--- config.mk ---
export PLATFORM = sky130hd
export DESIGN_NAME = sysc_config
export DESIGN_NICKNAME = d
export VERILOG_FILES = /design/src/sysc_pkg.sv /design/src/sysc_config.sv
export VERILOG_INCLUDE_DIRS = /design/src
export SDC_FILE = /design/constraint.sdc
export NUM_CORES = 1
export LEC_CHECK = 0
export BUFFER_PORTS_ARGS = -buffer_cell sky130_fd_sc_hd__buf_2
export CAP_MARGIN = 40
export CORE_ASPECT_RATIO = 0.7
export CORE_MARGIN = 3
export CORE_UTILIZATION = 30
export CTS_CLUSTER_DIAMETER = 50
export DETAILED_ROUTE_END_ITERATION = 8
export GPL_TIMING_DRIVEN = 0
export PLACE_DENSITY_LB_ADDON = 0.08
export SYNTH_ARGS = -nofsm -noshare
export SYNTH_HDL_FRONTEND = slang
export SYNTH_SLANG_ARGS = --single-unit
--- constraint.sdc ---
create_clock -name clk -period 3.35 [get_ports clk]
set_clock_uncertainty 0.2 [all_clocks]
set_input_delay 0.1675 -clock clk [delete_from_list [all_inputs] [get_ports clk]]
set_output_delay 0.1675 -clock clk [all_outputs]
set_load 0.1 [all_outputs]
--- src/sysc_defines.svh ---
`ifndef SYSC_DEFINES_SVH
`define SYSC_DEFINES_SVH

// ----------------------------------------
// Bus geometry and answers
// ----------------------------------------
`define SYSC_ADDR_W 8
`define SYSC_DATA_W 32
`define SYSC_STRB_W 4
`define SYSC_RESP_OKAY 2'h0
`define SYSC_RESP_SLVERR 2'h2
`define SYSC_PAD_W 24

// ----------------------------------------
// Register offsets (byte addresses)
// ----------------------------------------
`define SYSC_OFS_OPTIONS 8'h00
`define SYSC_OFS_CLKOUT 8'h04
`define SYSC_OFS_PART_HI 8'h08
`define SYSC_OFS_PART_LO 8'h0C
`define SYSC_OFS_WAKEUP 8'h10
`define SYSC_OFS_WORD 7:2

// ----------------------------------------
// Field positions
// ----------------------------------------
`define SYSC_OPT_WDOG_EN 7
`define SYSC_OPT_WDOG_LONG 6
`define SYSC_OPT_STOP_PERMIT 5
`define SYSC_CKO_EN 4
`define SYSC_CKO_DIV 2:0
`define SYSC_WK_FLAG 7
`define SYSC_WK_ACK 6
`define SYSC_WK_CLKSEL 5
`define SYSC_WK_IE 4
`define SYSC_WK_DLY 2:0
`define SYSC_PID_HI_FIELD 3:0
`define SYSC_PID_UPPER 11:8
`define SYSC_PID_LOWER 7:0

// ----------------------------------------
// Reset values and identity
// ----------------------------------------
`define SYSC_RST_WDOG_EN 1'h1
`define SYSC_RST_WDOG_LONG 1'h1
`define SYSC_RST_STOP_PERMIT 1'h0
`define SYSC_PART_NUMBER 12'hA5C

// ----------------------------------------
// Timing
// ----------------------------------------
`define SYSC_CLK_PERIOD_NS 10
`define SYSC_OSC_PERIOD_US 1000
`define SYSC_OSC_DIV ((`SYSC_OSC_PERIOD_US * 1000) / `SYSC_CLK_PERIOD_NS)
`define SYSC_OSC_CNT_W 17
`define SYSC_WK_CNT_W 16
`define SYSC_CKO_CNT_W 3

// Wakeup periods in ticks, internal 1 kHz source (1 tick = 1 ms)
`define SYSC_INT_TICKS_1 16'h0008
`define SYSC_INT_TICKS_2 16'h0020
`define SYSC_INT_TICKS_3 16'h0040
`define SYSC_INT_TICKS_4 16'h0080
`define SYSC_INT_TICKS_5 16'h0100
`define SYSC_INT_TICKS_6 16'h0200
`define SYSC_INT_TICKS_7 16'h0400
// Wakeup periods in external clock edges
`define SYSC_EXT_TICKS_1 16'h0100
`define SYSC_EXT_TICKS_2 16'h0400
`define SYSC_EXT_TICKS_3 16'h0800
`define SYSC_EXT_TICKS_4 16'h1000
`define SYSC_EXT_TICKS_5 16'h2000
`define SYSC_EXT_TICKS_6 16'h4000
`define SYSC_EXT_TICKS_7 16'h8000

`endif

--- src/sysc_pkg.sv ---
`default_nettype none
package sysc_pkg;
  `include "sysc_defines.svh"

  typedef enum logic {WR_COLLECT, WR_RESP} sysc_wr_e;

  typedef struct packed {
    logic awvalid;
    logic [`SYSC_ADDR_W-1:0] awaddr;
    logic wvalid;
    logic [`SYSC_DATA_W-1:0] wdata;
    logic [`SYSC_STRB_W-1:0] wstrb;
    logic bready;
    logic arvalid;
    logic [`SYSC_ADDR_W-1:0] araddr;
    logic rready;
  } sysc_axil_req_s;

  typedef struct packed {
    logic awready;
    logic wready;
    logic bvalid;
    logic [1:0] bresp;
    logic arready;
    logic rvalid;
    logic [`SYSC_DATA_W-1:0] rdata;
    logic [1:0] rresp;
  } sysc_axil_rsp_s;

  typedef struct packed {
    logic watchdogEnable;
    logic watchdogLongTimeout;
    logic stopPermit;
    logic illegalOpcodeReset;
    logic stopEnter;
    logic clockOutPin;
    logic clockOutEnableN;
    logic wakeupIrq;
  } sysc_sys_out_s;
endpackage
`default_nettype wire

--- src/sysc_config.sv ---
// Overview of operation
// - Options register takes only its first write after reset; reads always allowed.
// - Options bits 3 and 2 read as zero.
// - Watchdog enable resets to one; one enables watchdog reset on timeout.
// - Watchdog long-timeout bit resets to one; zero short, one long.
// - Stop permit resets to zero; one allows stop mode.
// - Stop attempt while stop not permitted forces an illegal opcode reset.
// - Clock output enable drives divided clock onto its pin.
// - Nonzero divide field gives bus clock over twice the field value.
// - Divide field zero with output enabled holds pin low.
// - Part number registers show a fixed 12-bit part number, split high/low.
// - Upper nibble of part number high is reserved; writes have no effect.
// - Wakeup flag is read-only and set on each wakeup timer timeout.
// - Acknowledge bit: write one clears flag, zero ignored, reads zero.
// - Clock select zero picks internal 1 kHz source, one the external clock.
// - Wakeup interrupt enable gates the wakeup interrupt request.
// - Delay select zero stops the wakeup timer.
// - Internal source delays are 8, 32, 64, 128, 256, 512 ms and 1.024 s.
// - External source delays divide by 256 up to 32768 in order.
// - Unimplemented wakeup control bits read as zero.
//
// Our own choices: the address map and the AXI4-Lite slave port.
`timescale 1ns/1ps
`default_nettype none
`include "sysc_defines.svh"

module sysc_config #(
  parameter int OSC_DIV = `SYSC_OSC_DIV,
  parameter logic [11:0] PART_NUMBER = `SYSC_PART_NUMBER
) (
  // Clock and reset
  input wire logic clk,
  input wire logic rst,
  input wire logic ce,
  // Register bus
  input wire sysc_pkg::sysc_axil_req_s axiReq,
  output var sysc_pkg::sysc_axil_rsp_s axiRsp,
  // Processor and pins
  input wire logic stopAttempt,
  input wire logic extClkPin,
  // System controls
  output var sysc_pkg::sysc_sys_out_s sysOut
);
  import sysc_pkg::*;

  // ----------------------------------------
  // State
  // ----------------------------------------
  typedef struct packed {
    sysc_axil_rsp_s rsp;
    sysc_wr_e wrState;
    logic awHeld;
    logic wHeld;
    logic [`SYSC_ADDR_W-1:0] awAddr;
    logic [`SYSC_DATA_W-1:0] wData;
    logic [`SYSC_STRB_W-1:0] wStrb;
    logic optWritten;
    logic wdogEn;
    logic wdogLong;
    logic stopPermit;
    logic illegalOp;
    logic stopEnter;
    logic ckoEn;
    logic [`SYSC_CKO_CNT_W-1:0] ckoDiv;
    logic [`SYSC_CKO_CNT_W-1:0] ckoCnt;
    logic ckoPin;
    logic ckoEnN;
    logic wkFlag;
    logic wkClkSel;
    logic wkIe;
    logic [2:0] wkDly;
    logic [`SYSC_WK_CNT_W-1:0] wkCnt;
    logic [`SYSC_OSC_CNT_W-1:0] oscCnt;
    logic extS1;
    logic extS2;
    logic extS3;
    logic extLvl;
    logic wkIrq;
  } sysc_state_s;

  localparam logic [`SYSC_OSC_CNT_W-1:0] OSC_LAST = `SYSC_OSC_CNT_W'(OSC_DIV - 1);

  sysc_state_s q;
  sysc_state_s d;
  logic doWrite;
  logic wrEn;
  logic [7:0] wrByte;
  logic oscTick;
  logic extTick;
  logic wkTick;
  logic wkSet;
  logic wkAck;
  logic wkRestart;
  logic [`SYSC_WK_CNT_W-1:0] wkLast;

  // ----------------------------------------
  // Decoding helpers
  // ----------------------------------------
  function automatic logic ofsHit(input logic [`SYSC_ADDR_W-1:0] a,
                                  input logic [`SYSC_ADDR_W-1:0] ofs);
    ofsHit = (a[`SYSC_OFS_WORD] == ofs[`SYSC_OFS_WORD]);
  endfunction

  function automatic logic isMapped(input logic [`SYSC_ADDR_W-1:0] a);
    isMapped = ofsHit(a, `SYSC_OFS_OPTIONS) || ofsHit(a, `SYSC_OFS_CLKOUT) ||
               ofsHit(a, `SYSC_OFS_PART_HI) || ofsHit(a, `SYSC_OFS_PART_LO) ||
               ofsHit(a, `SYSC_OFS_WAKEUP);
  endfunction

  // Write strobe aimed at one register word
  function automatic logic wrHit(input logic en,
                                 input logic [`SYSC_ADDR_W-1:0] a,
                                 input logic [`SYSC_ADDR_W-1:0] ofs);
    wrHit = en && ofsHit(a, ofs);
  endfunction

  // Period of the wakeup timer in source ticks
  function automatic logic [`SYSC_WK_CNT_W-1:0] tickLimit(input logic ext,
                                                          input logic [2:0] code);
    logic [`SYSC_WK_CNT_W-1:0] lim;
    lim = `SYSC_INT_TICKS_1;
    case (code)
      3'h1: lim = ext ? `SYSC_EXT_TICKS_1 : `SYSC_INT_TICKS_1;
      3'h2: lim = ext ? `SYSC_EXT_TICKS_2 : `SYSC_INT_TICKS_2;
      3'h3: lim = ext ? `SYSC_EXT_TICKS_3 : `SYSC_INT_TICKS_3;
      3'h4: lim = ext ? `SYSC_EXT_TICKS_4 : `SYSC_INT_TICKS_4;
      3'h5: lim = ext ? `SYSC_EXT_TICKS_5 : `SYSC_INT_TICKS_5;
      3'h6: lim = ext ? `SYSC_EXT_TICKS_6 : `SYSC_INT_TICKS_6;
      3'h7: lim = ext ? `SYSC_EXT_TICKS_7 : `SYSC_INT_TICKS_7;
      default: lim = `SYSC_INT_TICKS_1;
    endcase
    tickLimit = lim;
  endfunction

  // Read view; unlisted bits stay zero
  function automatic logic [7:0] readByte(input sysc_state_s s,
                                          input logic [`SYSC_ADDR_W-1:0] a);
    logic [7:0] b;
    b = 8'h00;
    if (ofsHit(a, `SYSC_OFS_OPTIONS)) begin
      b[`SYSC_OPT_WDOG_EN] = s.wdogEn;
      b[`SYSC_OPT_WDOG_LONG] = s.wdogLong;
      b[`SYSC_OPT_STOP_PERMIT] = s.stopPermit;
    end else if (ofsHit(a, `SYSC_OFS_CLKOUT)) begin
      b[`SYSC_CKO_EN] = s.ckoEn;
      b[`SYSC_CKO_DIV] = s.ckoDiv;
    end else if (ofsHit(a, `SYSC_OFS_PART_HI)) begin
      b[`SYSC_PID_HI_FIELD] = PART_NUMBER[`SYSC_PID_UPPER];
    end else if (ofsHit(a, `SYSC_OFS_PART_LO)) begin
      b = PART_NUMBER[`SYSC_PID_LOWER];
    end else if (ofsHit(a, `SYSC_OFS_WAKEUP)) begin
      b[`SYSC_WK_FLAG] = s.wkFlag;
      b[`SYSC_WK_CLKSEL] = s.wkClkSel;
      b[`SYSC_WK_IE] = s.wkIe;
      b[`SYSC_WK_DLY] = s.wkDly;
    end
    readByte = b;
  endfunction

  // ----------------------------------------
  // Next state
  // ----------------------------------------
  always_comb begin
    d = q;
    doWrite = 1'b0;
    wkSet = 1'b0;
    wkAck = 1'b0;
    wkRestart = 1'b0;
    oscTick = 1'b0;
    extTick = 1'b0;
    d.illegalOp = 1'b0;
    d.stopEnter = 1'b0;

    // ----------------------------------------
    // Write channel: address and data in either order
    // ----------------------------------------
    case (q.wrState)
      WR_COLLECT: begin
        if (axiReq.awvalid && q.rsp.awready) begin
          d.awAddr = axiReq.awaddr;
          d.awHeld = 1'b1;
          d.rsp.awready = 1'b0;
        end
        if (axiReq.wvalid && q.rsp.wready) begin
          d.wData = axiReq.wdata;
          d.wStrb = axiReq.wstrb;
          d.wHeld = 1'b1;
          d.rsp.wready = 1'b0;
        end
        if (q.awHeld && q.wHeld) begin
          doWrite = 1'b1;
          d.awHeld = 1'b0;
          d.wHeld = 1'b0;
          d.rsp.bvalid = 1'b1;
          d.rsp.bresp = isMapped(q.awAddr) ? `SYSC_RESP_OKAY : `SYSC_RESP_SLVERR;
          d.wrState = WR_RESP;
        end
      end
      WR_RESP: begin
        if (axiReq.bready) begin
          d.rsp.bvalid = 1'b0;
          d.rsp.awready = 1'b1;
          d.rsp.wready = 1'b1;
          d.wrState = WR_COLLECT;
        end
      end
      default: begin
        d.wrState = WR_COLLECT;
      end
    endcase

    // ----------------------------------------
    // Read channel: one read in flight
    // ----------------------------------------
    if (!q.rsp.rvalid) begin
      if (axiReq.arvalid && q.rsp.arready) begin
        d.rsp.arready = 1'b0;
        d.rsp.rvalid = 1'b1;
        d.rsp.rdata = {`SYSC_PAD_W'h000000, readByte(q, axiReq.araddr)};
        d.rsp.rresp = isMapped(axiReq.araddr) ? `SYSC_RESP_OKAY : `SYSC_RESP_SLVERR;
      end
    end else if (axiReq.rready) begin
      d.rsp.rvalid = 1'b0;
      d.rsp.arready = 1'b1;
    end

    // ----------------------------------------
    // All registers live in byte lane 0
    // ----------------------------------------
    wrEn = doWrite && q.wStrb[0];
    wrByte = q.wData[7:0];

    // ----------------------------------------
    // Options: first write locks the register until reset
    // ----------------------------------------
    if (wrHit(wrEn, q.awAddr, `SYSC_OFS_OPTIONS) && !q.optWritten) begin
      d.optWritten = 1'b1;
      d.wdogEn = wrByte[`SYSC_OPT_WDOG_EN];
      d.wdogLong = wrByte[`SYSC_OPT_WDOG_LONG];
      d.stopPermit = wrByte[`SYSC_OPT_STOP_PERMIT];
    end

    // ----------------------------------------
    // Stop request resolves to entry or illegal opcode reset
    // ----------------------------------------
    if (stopAttempt) begin
      if (q.stopPermit) begin
        d.stopEnter = 1'b1;
      end else begin
        d.illegalOp = 1'b1;
      end
    end

    // ----------------------------------------
    // Clock output control; part number writes fall through untouched
    // ----------------------------------------
    if (wrHit(wrEn, q.awAddr, `SYSC_OFS_CLKOUT)) begin
      d.ckoEn = wrByte[`SYSC_CKO_EN];
      d.ckoDiv = wrByte[`SYSC_CKO_DIV];
      d.ckoCnt = '0;
    end

    // ----------------------------------------
    // Divided clock: toggle every N bus cycles, period 2N
    // ----------------------------------------
    d.ckoEnN = !q.ckoEn;
    if (!q.ckoEn || (q.ckoDiv == '0)) begin
      d.ckoPin = 1'b0;
      d.ckoCnt = '0;
    end else if (wrHit(wrEn, q.awAddr, `SYSC_OFS_CLKOUT)) begin
      d.ckoPin = 1'b0;
    end else if (q.ckoCnt == `SYSC_CKO_CNT_W'(q.ckoDiv - 3'h1)) begin
      d.ckoCnt = '0;
      d.ckoPin = !q.ckoPin;
    end else begin
      d.ckoCnt = `SYSC_CKO_CNT_W'(q.ckoCnt + 3'h1);
    end

    // ----------------------------------------
    // Wakeup control writes
    // ----------------------------------------
    if (wrHit(wrEn, q.awAddr, `SYSC_OFS_WAKEUP)) begin
      wkAck = wrByte[`SYSC_WK_ACK];
      d.wkClkSel = wrByte[`SYSC_WK_CLKSEL];
      d.wkIe = wrByte[`SYSC_WK_IE];
      d.wkDly = wrByte[`SYSC_WK_DLY];
      // A new period or source starts a fresh count
      wkRestart = (wrByte[`SYSC_WK_CLKSEL] != q.wkClkSel) ||
                  (wrByte[`SYSC_WK_DLY] != q.wkDly);
    end

    // ----------------------------------------
    // External clock: a level counts once stages two and three agree
    // ----------------------------------------
    d.extS1 = extClkPin;
    d.extS2 = q.extS1;
    d.extS3 = q.extS2;
    if (q.extS2 == q.extS3) begin
      d.extLvl = q.extS3;
      extTick = q.extS3 && !q.extLvl;
    end

    // ----------------------------------------
    // Internal 1 kHz source derived from the bus clock
    // ----------------------------------------
    if (q.oscCnt == OSC_LAST) begin
      d.oscCnt = '0;
      oscTick = 1'b1;
    end else begin
      d.oscCnt = `SYSC_OSC_CNT_W'(q.oscCnt + 17'h00001);
    end

    wkTick = q.wkClkSel ? extTick : oscTick;
    wkLast = `SYSC_WK_CNT_W'(tickLimit(q.wkClkSel, q.wkDly) - 16'h0001);

    if (q.wkDly == 3'h0) begin
      d.wkCnt = '0;
    end else if (wkRestart) begin
      d.wkCnt = '0;
    end else if (wkTick) begin
      if (q.wkCnt == wkLast) begin
        d.wkCnt = '0;
        wkSet = 1'b1;
      end else begin
        d.wkCnt = `SYSC_WK_CNT_W'(q.wkCnt + 16'h0001);
      end
    end

    // ----------------------------------------
    // Timeout beats acknowledge in the same cycle
    // ----------------------------------------
    if (wkSet) begin
      d.wkFlag = 1'b1;
    end else if (wkAck) begin
      d.wkFlag = 1'b0;
    end
    d.wkIrq = d.wkFlag && d.wkIe;
  end

  // ----------------------------------------
  // Registers
  // ----------------------------------------
  always_ff @(posedge clk or posedge rst) begin
    if (rst) begin
      q <= '0;
      q.wrState <= WR_COLLECT;
      q.rsp.awready <= 1'b1;
      q.rsp.wready <= 1'b1;
      q.rsp.arready <= 1'b1;
      q.wdogEn <= `SYSC_RST_WDOG_EN;
      q.wdogLong <= `SYSC_RST_WDOG_LONG;
      q.stopPermit <= `SYSC_RST_STOP_PERMIT;
      q.ckoEnN <= 1'b1;
    end else if (ce) begin
      q <= d;
    end
  end

  // ----------------------------------------
  // Outputs
  // ----------------------------------------
  assign axiRsp = q.rsp;
  assign sysOut.watchdogEnable = q.wdogEn;
  assign sysOut.watchdogLongTimeout = q.wdogLong;
  assign sysOut.stopPermit = q.stopPermit;
  assign sysOut.illegalOpcodeReset = q.illegalOp;
  assign sysOut.stopEnter = q.stopEnter;
  assign sysOut.clockOutPin = q.ckoPin;
  assign sysOut.clockOutEnableN = q.ckoEnN;
  assign sysOut.wakeupIrq = q.wkIrq;
endmodule
`default_nettype wire

Yosys cells after proc, flatten, opt, wreduce, memory -nomap -nowiden
Cells that the tools add are included.

storage, ports and cells
  register bits after elaboration = 96
  input port bits = 62
  output and inout bits = 49
  word-level logic and storage cells = 184

cells by class
  add/sub/neg operators = 5
  eq/ne operators = 26
  muxes and demuxes = 65
  bitwise logic cells = 2
  reductions and logical operators = 50

operators with widths
  operator                 count
  $pmux W16 S7             1
  $mux W16                 5
  $mux W36                 1
  $mux W3                  10
  $reduce_and A3 Y1        10
  $mux W1                  27
  $eq A6 B2 Y1 const B     4
  $add A17 B1 Y17 const B  1
  $eq A17 B17 Y1 const B   1
  $mux W17                 1
  $add A16 B1 Y16 const B  1
  $eq A16 B16 Y1           1
  $mux W4                  4
  $sub A16 B1 Y16 const B  1
  $mux W15                 1
  $mux W14                 1
  $mux W2                  7
  $mux W13                 1
  $eq A3 B3 Y1 const B     4
  $eq A6 B1 Y1 const B     2
  $eq A6 B3 Y1 const B     2
  $logic_not A6 Y1         2
  $mux W12                 1
  $reduce_and A2 Y1        6
  other kinds (21)         53

Logic depth before layout (Yosys ltp)
  depth after elaboration = 10
  mapped depth = 12
  depth with buffers taken out = 10

Worst setup path before layout
No wires, ideal clock.

  kind = reg-to-reg
  start = reg q[42] in the netlist's numbering
  end = reg q[30] in the netlist's numbering
  arrival time = 2.633 ns
  setup slack = 0.379 ns
  cell stages (with the launch flop) = 13
  path buffers = 2
  clock period less this slack = 2.971 ns
  cells stage by stage = dfrtp_1 buf_6 or3b_1 or2_2 ha_1 xnor2_1 nor3_1 o211ai_1 nor4b_4 a31oi_4 buf_6 nand3_1 o311ai_2

between the ends
  cells in the longest elaborated chain, start to end = 8
  elaborated cells between the ends (all ways) = 20

ends and longest elaborated chain
  item                                       line                text
  start: declaration                         sysc_config.sv:83   sysc_state_s q;
  $mux W9 (no line) (tied with other cells)  -
  $pmux W16 S7                               sysc_config.sv:122  case (code)
  $sub A16 B1 Y16                            sysc_config.sv:314  wkLast = `SYSC_WK_CNT_W'(tickLimit(q.wkClkSel, q.wkDly) - 16'h0001);
  $eq A16 B16 Y1                             sysc_config.sv:321  if (q.wkCnt == wkLast) begin
  $mux W16                                   sysc_config.sv:321
  $mux W16                                   sysc_config.sv:320  end else if (wkTick) begin
  $mux W16                                   sysc_config.sv:318  end else if (wkRestart) begin
  $mux W16                                   sysc_config.sv:316  if (q.wkDly == 3'h0) begin

Parallel ways exist; a longest one is shown, timed or not. The select of a mux whose other input is x is not followed.
A chain may end at the register's enable or synchronous reset.

Final worst setup path
Same ends and word-level chain as after synthesis.

==> impl.org <==
** Critical path
- For this design, the slowest cell found on the critical path is sky130_fd_sc_hd__dfrtp_1.
- Data arrival time at the worst-slack endpoint :: 3.22 ns
- Crit path capture type :: flop
- Together, buffers and inverters on the worst path number 2.
- Largest fanout of any net on the critical path :: 10
- Number of cell instances on the worst register-to-register path :: 12
- Cell chain of the critical path :: buf_6 -> or3b_1 -> or2_2 -> ha_4 -> xor2_1 -> xnor2_1 -> o211ai_1 -> nor4b_4 -> a31oi_4 -> buf_8 -> nand3_1 -> o311ai_2
- Kind of cell with the highest combined delay on the critical path :: simple AND/OR/NAND/NOR gates
- Data required time at the worst endpoint :: 3.36 ns
- In this run the register-to-register setup slack is 0.15 ns.
- Crit path launch type :: flop
- The critical path is of the flop to flop type.
- Reg-to-reg endpoint :: q[30]$_DFFE_PP0P_
- The startpoint identified for the worst register-to-register timing path is q[42]$_DFFE_PP0P_.
- Crit path largest cell delay :: 0.37 ns

** Job
- Number of max-cap violations :: 0

** CTS
- The tree built by TritonCTS fans out to 91 sinks.
- TritonCTS Buffers :: 9
- Clock tree from TritonCTS :: yes
- Level count of the clock H-tree :: 3
- The clock passes through at most 2 buffers.
- Clock-pin slew was measured on the worst setup and hold paths at roughly 0.070 ns.
- The later pin in the worst-skew pair is clocked with a latency of 0.35 ns.
- Clock root buffer :: sky130_fd_sc_hd__clkbuf_16

** Detailed routing
- For this run, design rule violations remaining after detail routing come to 0.
- Routed WL :: 12.78 mm
- For this block, the via count after detailed routing is 4,069.
- After detailed routing, the average wire length per cell comes to 14.58 µm.
- Once detail routing completed, the nets flagged for antenna violations numbered 0.
- After detailed routing, the number of vias per cell comes to between 4 and 5.
- Iter 0 DRT Violations :: 274
- The first TritonRoute pass finished after 4 iterations.

** Die
- In this run the count of I/O pins placed on the die edge is 111.
- Die area :: 19,090 µm²
- Die X :: 163.9 µm
- The total area inside the core boundary comes to 16,690 µm².
- Once the floorplan was initialized, standard cells occupied 31.35% of the core.
- After floorplanning, the core was divided into 39 placement rows.
- Die Span Y :: 116.5 µm

** Worst hold path
- In this run the most critical hold path is launched from axiReq[6].
- For hold timing, the worst endpoint is axiRsp[1]$_DFFE_PP0P_.
- Number of cells on the worst hold path :: 3
- The path class of the tightest hold or removal check is input port to flop.

** Layout
- Antenna fix cells :: 0
- At the end of the flow, the number of nets in the layout was 714.
- Cells with a size suffix above 1 make up 30.26% of the layout.
- Final Core Density :: 39.18%
- Area added between synthesis and finish :: 24.96%
- Fill cell instance count of the final layout :: 1,716

** Timing
- Unrepaired setup endpoints after global routing :: no
- Number of hold-slack violations in the final timing report :: 0
- Clock period minus worst slack :: 3.205 ns
- Setup slack on the critical path of the routed design comes to 0.1454 ns.
- Portion of the clock cycle consumed by the worst path in the final layout :: 95.66%
- Timing would allow up to roughly 0.31 GHz.
- The total count of max-transition violations in the final report is 0.
- Worst slew pin tran :: 0.7871 ns
- In the final timing run, aggregate negative setup slack is 0 ns.
- Setup violations remaining at the end of the flow were counted as 0.
- Measured against its own limit, the worst slew margin works out to 47.04%.

** Synthesis
- After Yosys synthesis, full adders, half adders and majority gates account for between 1.5 and 2% of the synthesized area.
- Share of the yosys chip area belonging to registers :: 43.66%
- Synth unique cells :: between 70 and 80
- Dividing the synthesized area by the synthesized cell count gives just under 10 µm².
- During synthesis, Yosys emitted a total of 0 warnings.
- After Yosys synthesis, XOR and XNOR cells account for under 10% of the synthesized area.
- Proportion of netlist area held by the largest area contributor :: 40.65%
- In this run the cell area of the synthesized design comes to 5233 µm².
- After synthesis, the share of flip-flops with an asynchronous set or reset is 100.0%.
- Cells taking the most area after synthesis :: sky130_fd_sc_hd__dfrtp_1 (41%), sky130_fd_sc_hd__buf_4 (7.2%), sky130_fd_sc_hd__mux2_2 (6.2%)
- Portion of netlist area occupied by mux cells :: 7.771%
- Synthesis handed over a netlist of 526 instances.
- After Yosys synthesis, and, or, nand and nor cells account for 18.13% of the synthesized area.
- Yosys mapped a number of flops with a built-in enable equal to 0.
- Among all flip-flop cells after synthesis, the most frequent one is sky130_fd_sc_hd__dfrtp_1.
- The synthesized design spends more area on one cell type than any other, namely sky130_fd_sc_hd__dfrtp_1.
- The synthesized netlist devotes about an eighth of its cell area to compound gates.
- After synthesis, the largest family of logic cells by area is simple AND/OR/NAND/NOR gates.
- Register bit count reported by yosys :: 91

** Place
- During placement, the flow inserted port buffers numbering 51.
- After legalization and detailed placement, the total HPWL measured 9.426 mm.
- At the placement stage, the worst setup path has a slack of 0.02151 ns.
- Routability cong. :: 0.7518

** Global route
- First-pass GRT wire length :: 20.44 mm
- The initial antenna violation count is 0.
- Entering global routing, the biggest net connects 64 pins.
- Global routing consumed, over all layers together, 13.86% of the routing resources.
- GRT overflow :: 0
- The number of global-route vias before repair came to 3,719.

** Outcome
- Status :: completed

** Pwr
- Leakage :: about 3 nW
- Pwr dens :: just over 500 nW/µm²
- Max VDD drop :: 0.2897 mV
- Power comes to 3.364 mW.
==> how the worst max path moves through the flow <==
stage / endpoint / start / slack [ns] / depth (start not counted)
2_1_floorplan: q[30]$_DFFE_PP0P_ / q[42]$_DFFE_PP0P_ / 0.38 / 12
3_3_place_gp: axiRsp[4]$_DFFE_PP0P_ / rst / -0.75 / 2
3_5_place_dp: q[32]$_DFFE_PP0P_ / q[38]$_DFFE_PP0P_ / 0.02 / 10
4_1_cts: q[33]$_DFFE_PP0P_ / q[38]$_DFFE_PP0P_ / 0.04 / 10
5_1_grt: q[30]$_DFFE_PP0P_ / q[42]$_DFFE_PP0P_ / 0.02 / 12
6_report: q[30]$_DFFE_PP0P_ / q[42]$_DFFE_PP0P_ / 0.15 / 12
==> cells by family after synthesis <==
logic type	after synthesis
AO/OA/AOI/OAI	86
XOR/XNOR	31
adder cells (fa/ha/maj)	8
buffers and inverters	87
flip-flops	91
other	1
multiplexers	37
AND/OR/NAND/NOR	185
==> per-layer routing <==
| layer | track usage, % | routed length (µm) | vias to the layer above |
|---|---|---|---|
| li1 | - | - | 2005 |
| met1 | 21.80 | 6783 | 1936 |
| met2 | 18.59 | 4972 | 118 |
| met3 | 3.616 | 877 | 10 |
| met4 | 3.324 | 142 | 0 |
| met5 | 0 | 0 | - |
==> layout by cell type (no fill, tap or decap), drive strengths merged, types with 3 or more instances in the layout <==
cell | netlist | routed
o311ai | 7 | 7
clkinvlp | 0 | 3
nor2 | 30 | 30
or3 | 5 | 5
buf | 61 | 117
nand4 | 9 | 9
or2 | 3 | 3
nor3 | 7 | 7
mux2i | 8 | 8
conb | 1 | 26
dfrtp | 85 | 85
xor2 | 6 | 6
nor4 | 5 | 5
mux2 | 29 | 29
a22o | 3 | 3
nand2 | 69 | 69
inv | 17 | 18
a21o | 3 | 3
a32oi | 4 | 4
clkbuf | 8 | 19
nand2b | 6 | 6
a21oi | 20 | 20
o31ai | 3 | 3
nor2b | 3 | 3
ha | 6 | 6
dlygate4sd3 | 0 | 27
dfstp | 6 | 6
o21ai | 26 | 26
nand4b | 3 | 3
nand3 | 30 | 30
xnor2 | 25 | 25
a31oi | 3 | 3
==> registers in the layout, summed over array words and instances, names as in the netlist <==
name,count
d,2
q,66
axiRsp,15
sysOut,8
==> cells in the mapped netlist, types with 4 or more instances <==
cell type                   n
sky130_fd_sc_hd__mux2i_1    8
sky130_fd_sc_hd__a21oi_1   19
sky130_fd_sc_hd__nand2b_1   6
sky130_fd_sc_hd__inv_1     17
sky130_fd_sc_hd__o21ai_0   25
sky130_fd_sc_hd__nor4_1     4
sky130_fd_sc_hd__nor3_1     7
sky130_fd_sc_hd__buf_4     50
sky130_fd_sc_hd__dfstp_2    6
sky130_fd_sc_hd__clkbuf_1   7
sky130_fd_sc_hd__mux2_2    29
sky130_fd_sc_hd__nand3_1   27
sky130_fd_sc_hd__xnor2_1   24
sky130_fd_sc_hd__ha_1       6
sky130_fd_sc_hd__nor2_1    30
sky130_fd_sc_hd__dfrtp_1   85
sky130_fd_sc_hd__o311ai_2   5
sky130_fd_sc_hd__or3_1      5
sky130_fd_sc_hd__nand4_1    9
sky130_fd_sc_hd__nand2_1   69
sky130_fd_sc_hd__buf_6      8
sky130_fd_sc_hd__a32oi_1    4
sky130_fd_sc_hd__xor2_1     6
==> what timing repair did <==
item	CTS	global route
endpoints found under the hold margin	54	0
pin swaps	0	5
resized for setup	1	5
hold buffers	27	0
endpoints found under the setup margin	4	15
buffers inserted	0	3
==> power by group <==
group | internal (mW) | switching, mW
Clock | 0.602 | 0.457
Combinational | 0.311 | 0.514
Sequential | 1.28 | 0.197
==> tightest hold or removal path: cells and delay by family <==
| kind | cells | cell delay [ns] |
|---|---|---|
| AO/OA/AOI/OAI | 1 | 0.21 |
| AND/OR/NAND/NOR | 1 | 0.06 |
| buffers and inverters | 1 | 0.09 |
==> metrics by stage <==
stage / instances / cell area [µm²] / hold WS, ns
after CTS: 873 / 6494 / 0.001117
after global placement: 827 / 5863 / 0.2010
final: 876 / 6539 / 0.01190
after detailed placement: 830 / 5908 / 0.001616
after floorplan: 551 / 5326 / 0.1035
after global routing: 876 / 6539 / 0.05633
==> area by class of cell <==
type                    instances  area [µm²]  share of cell area, %
clock buffers                  11       242.7                  3.712
well taps                     225       281.5                  4.305
flip-flops and latches         91        2286                  34.96
multi-input cells             373        2485                  38.00
inverters                      17       66.31                  1.014
repair buffers                 84       590.6                  9.032
plain buffers                  70       525.5                  8.037
clock inverters                 5       61.31                 0.9376
No activity file was read; power rests on OpenSTA's default activity.
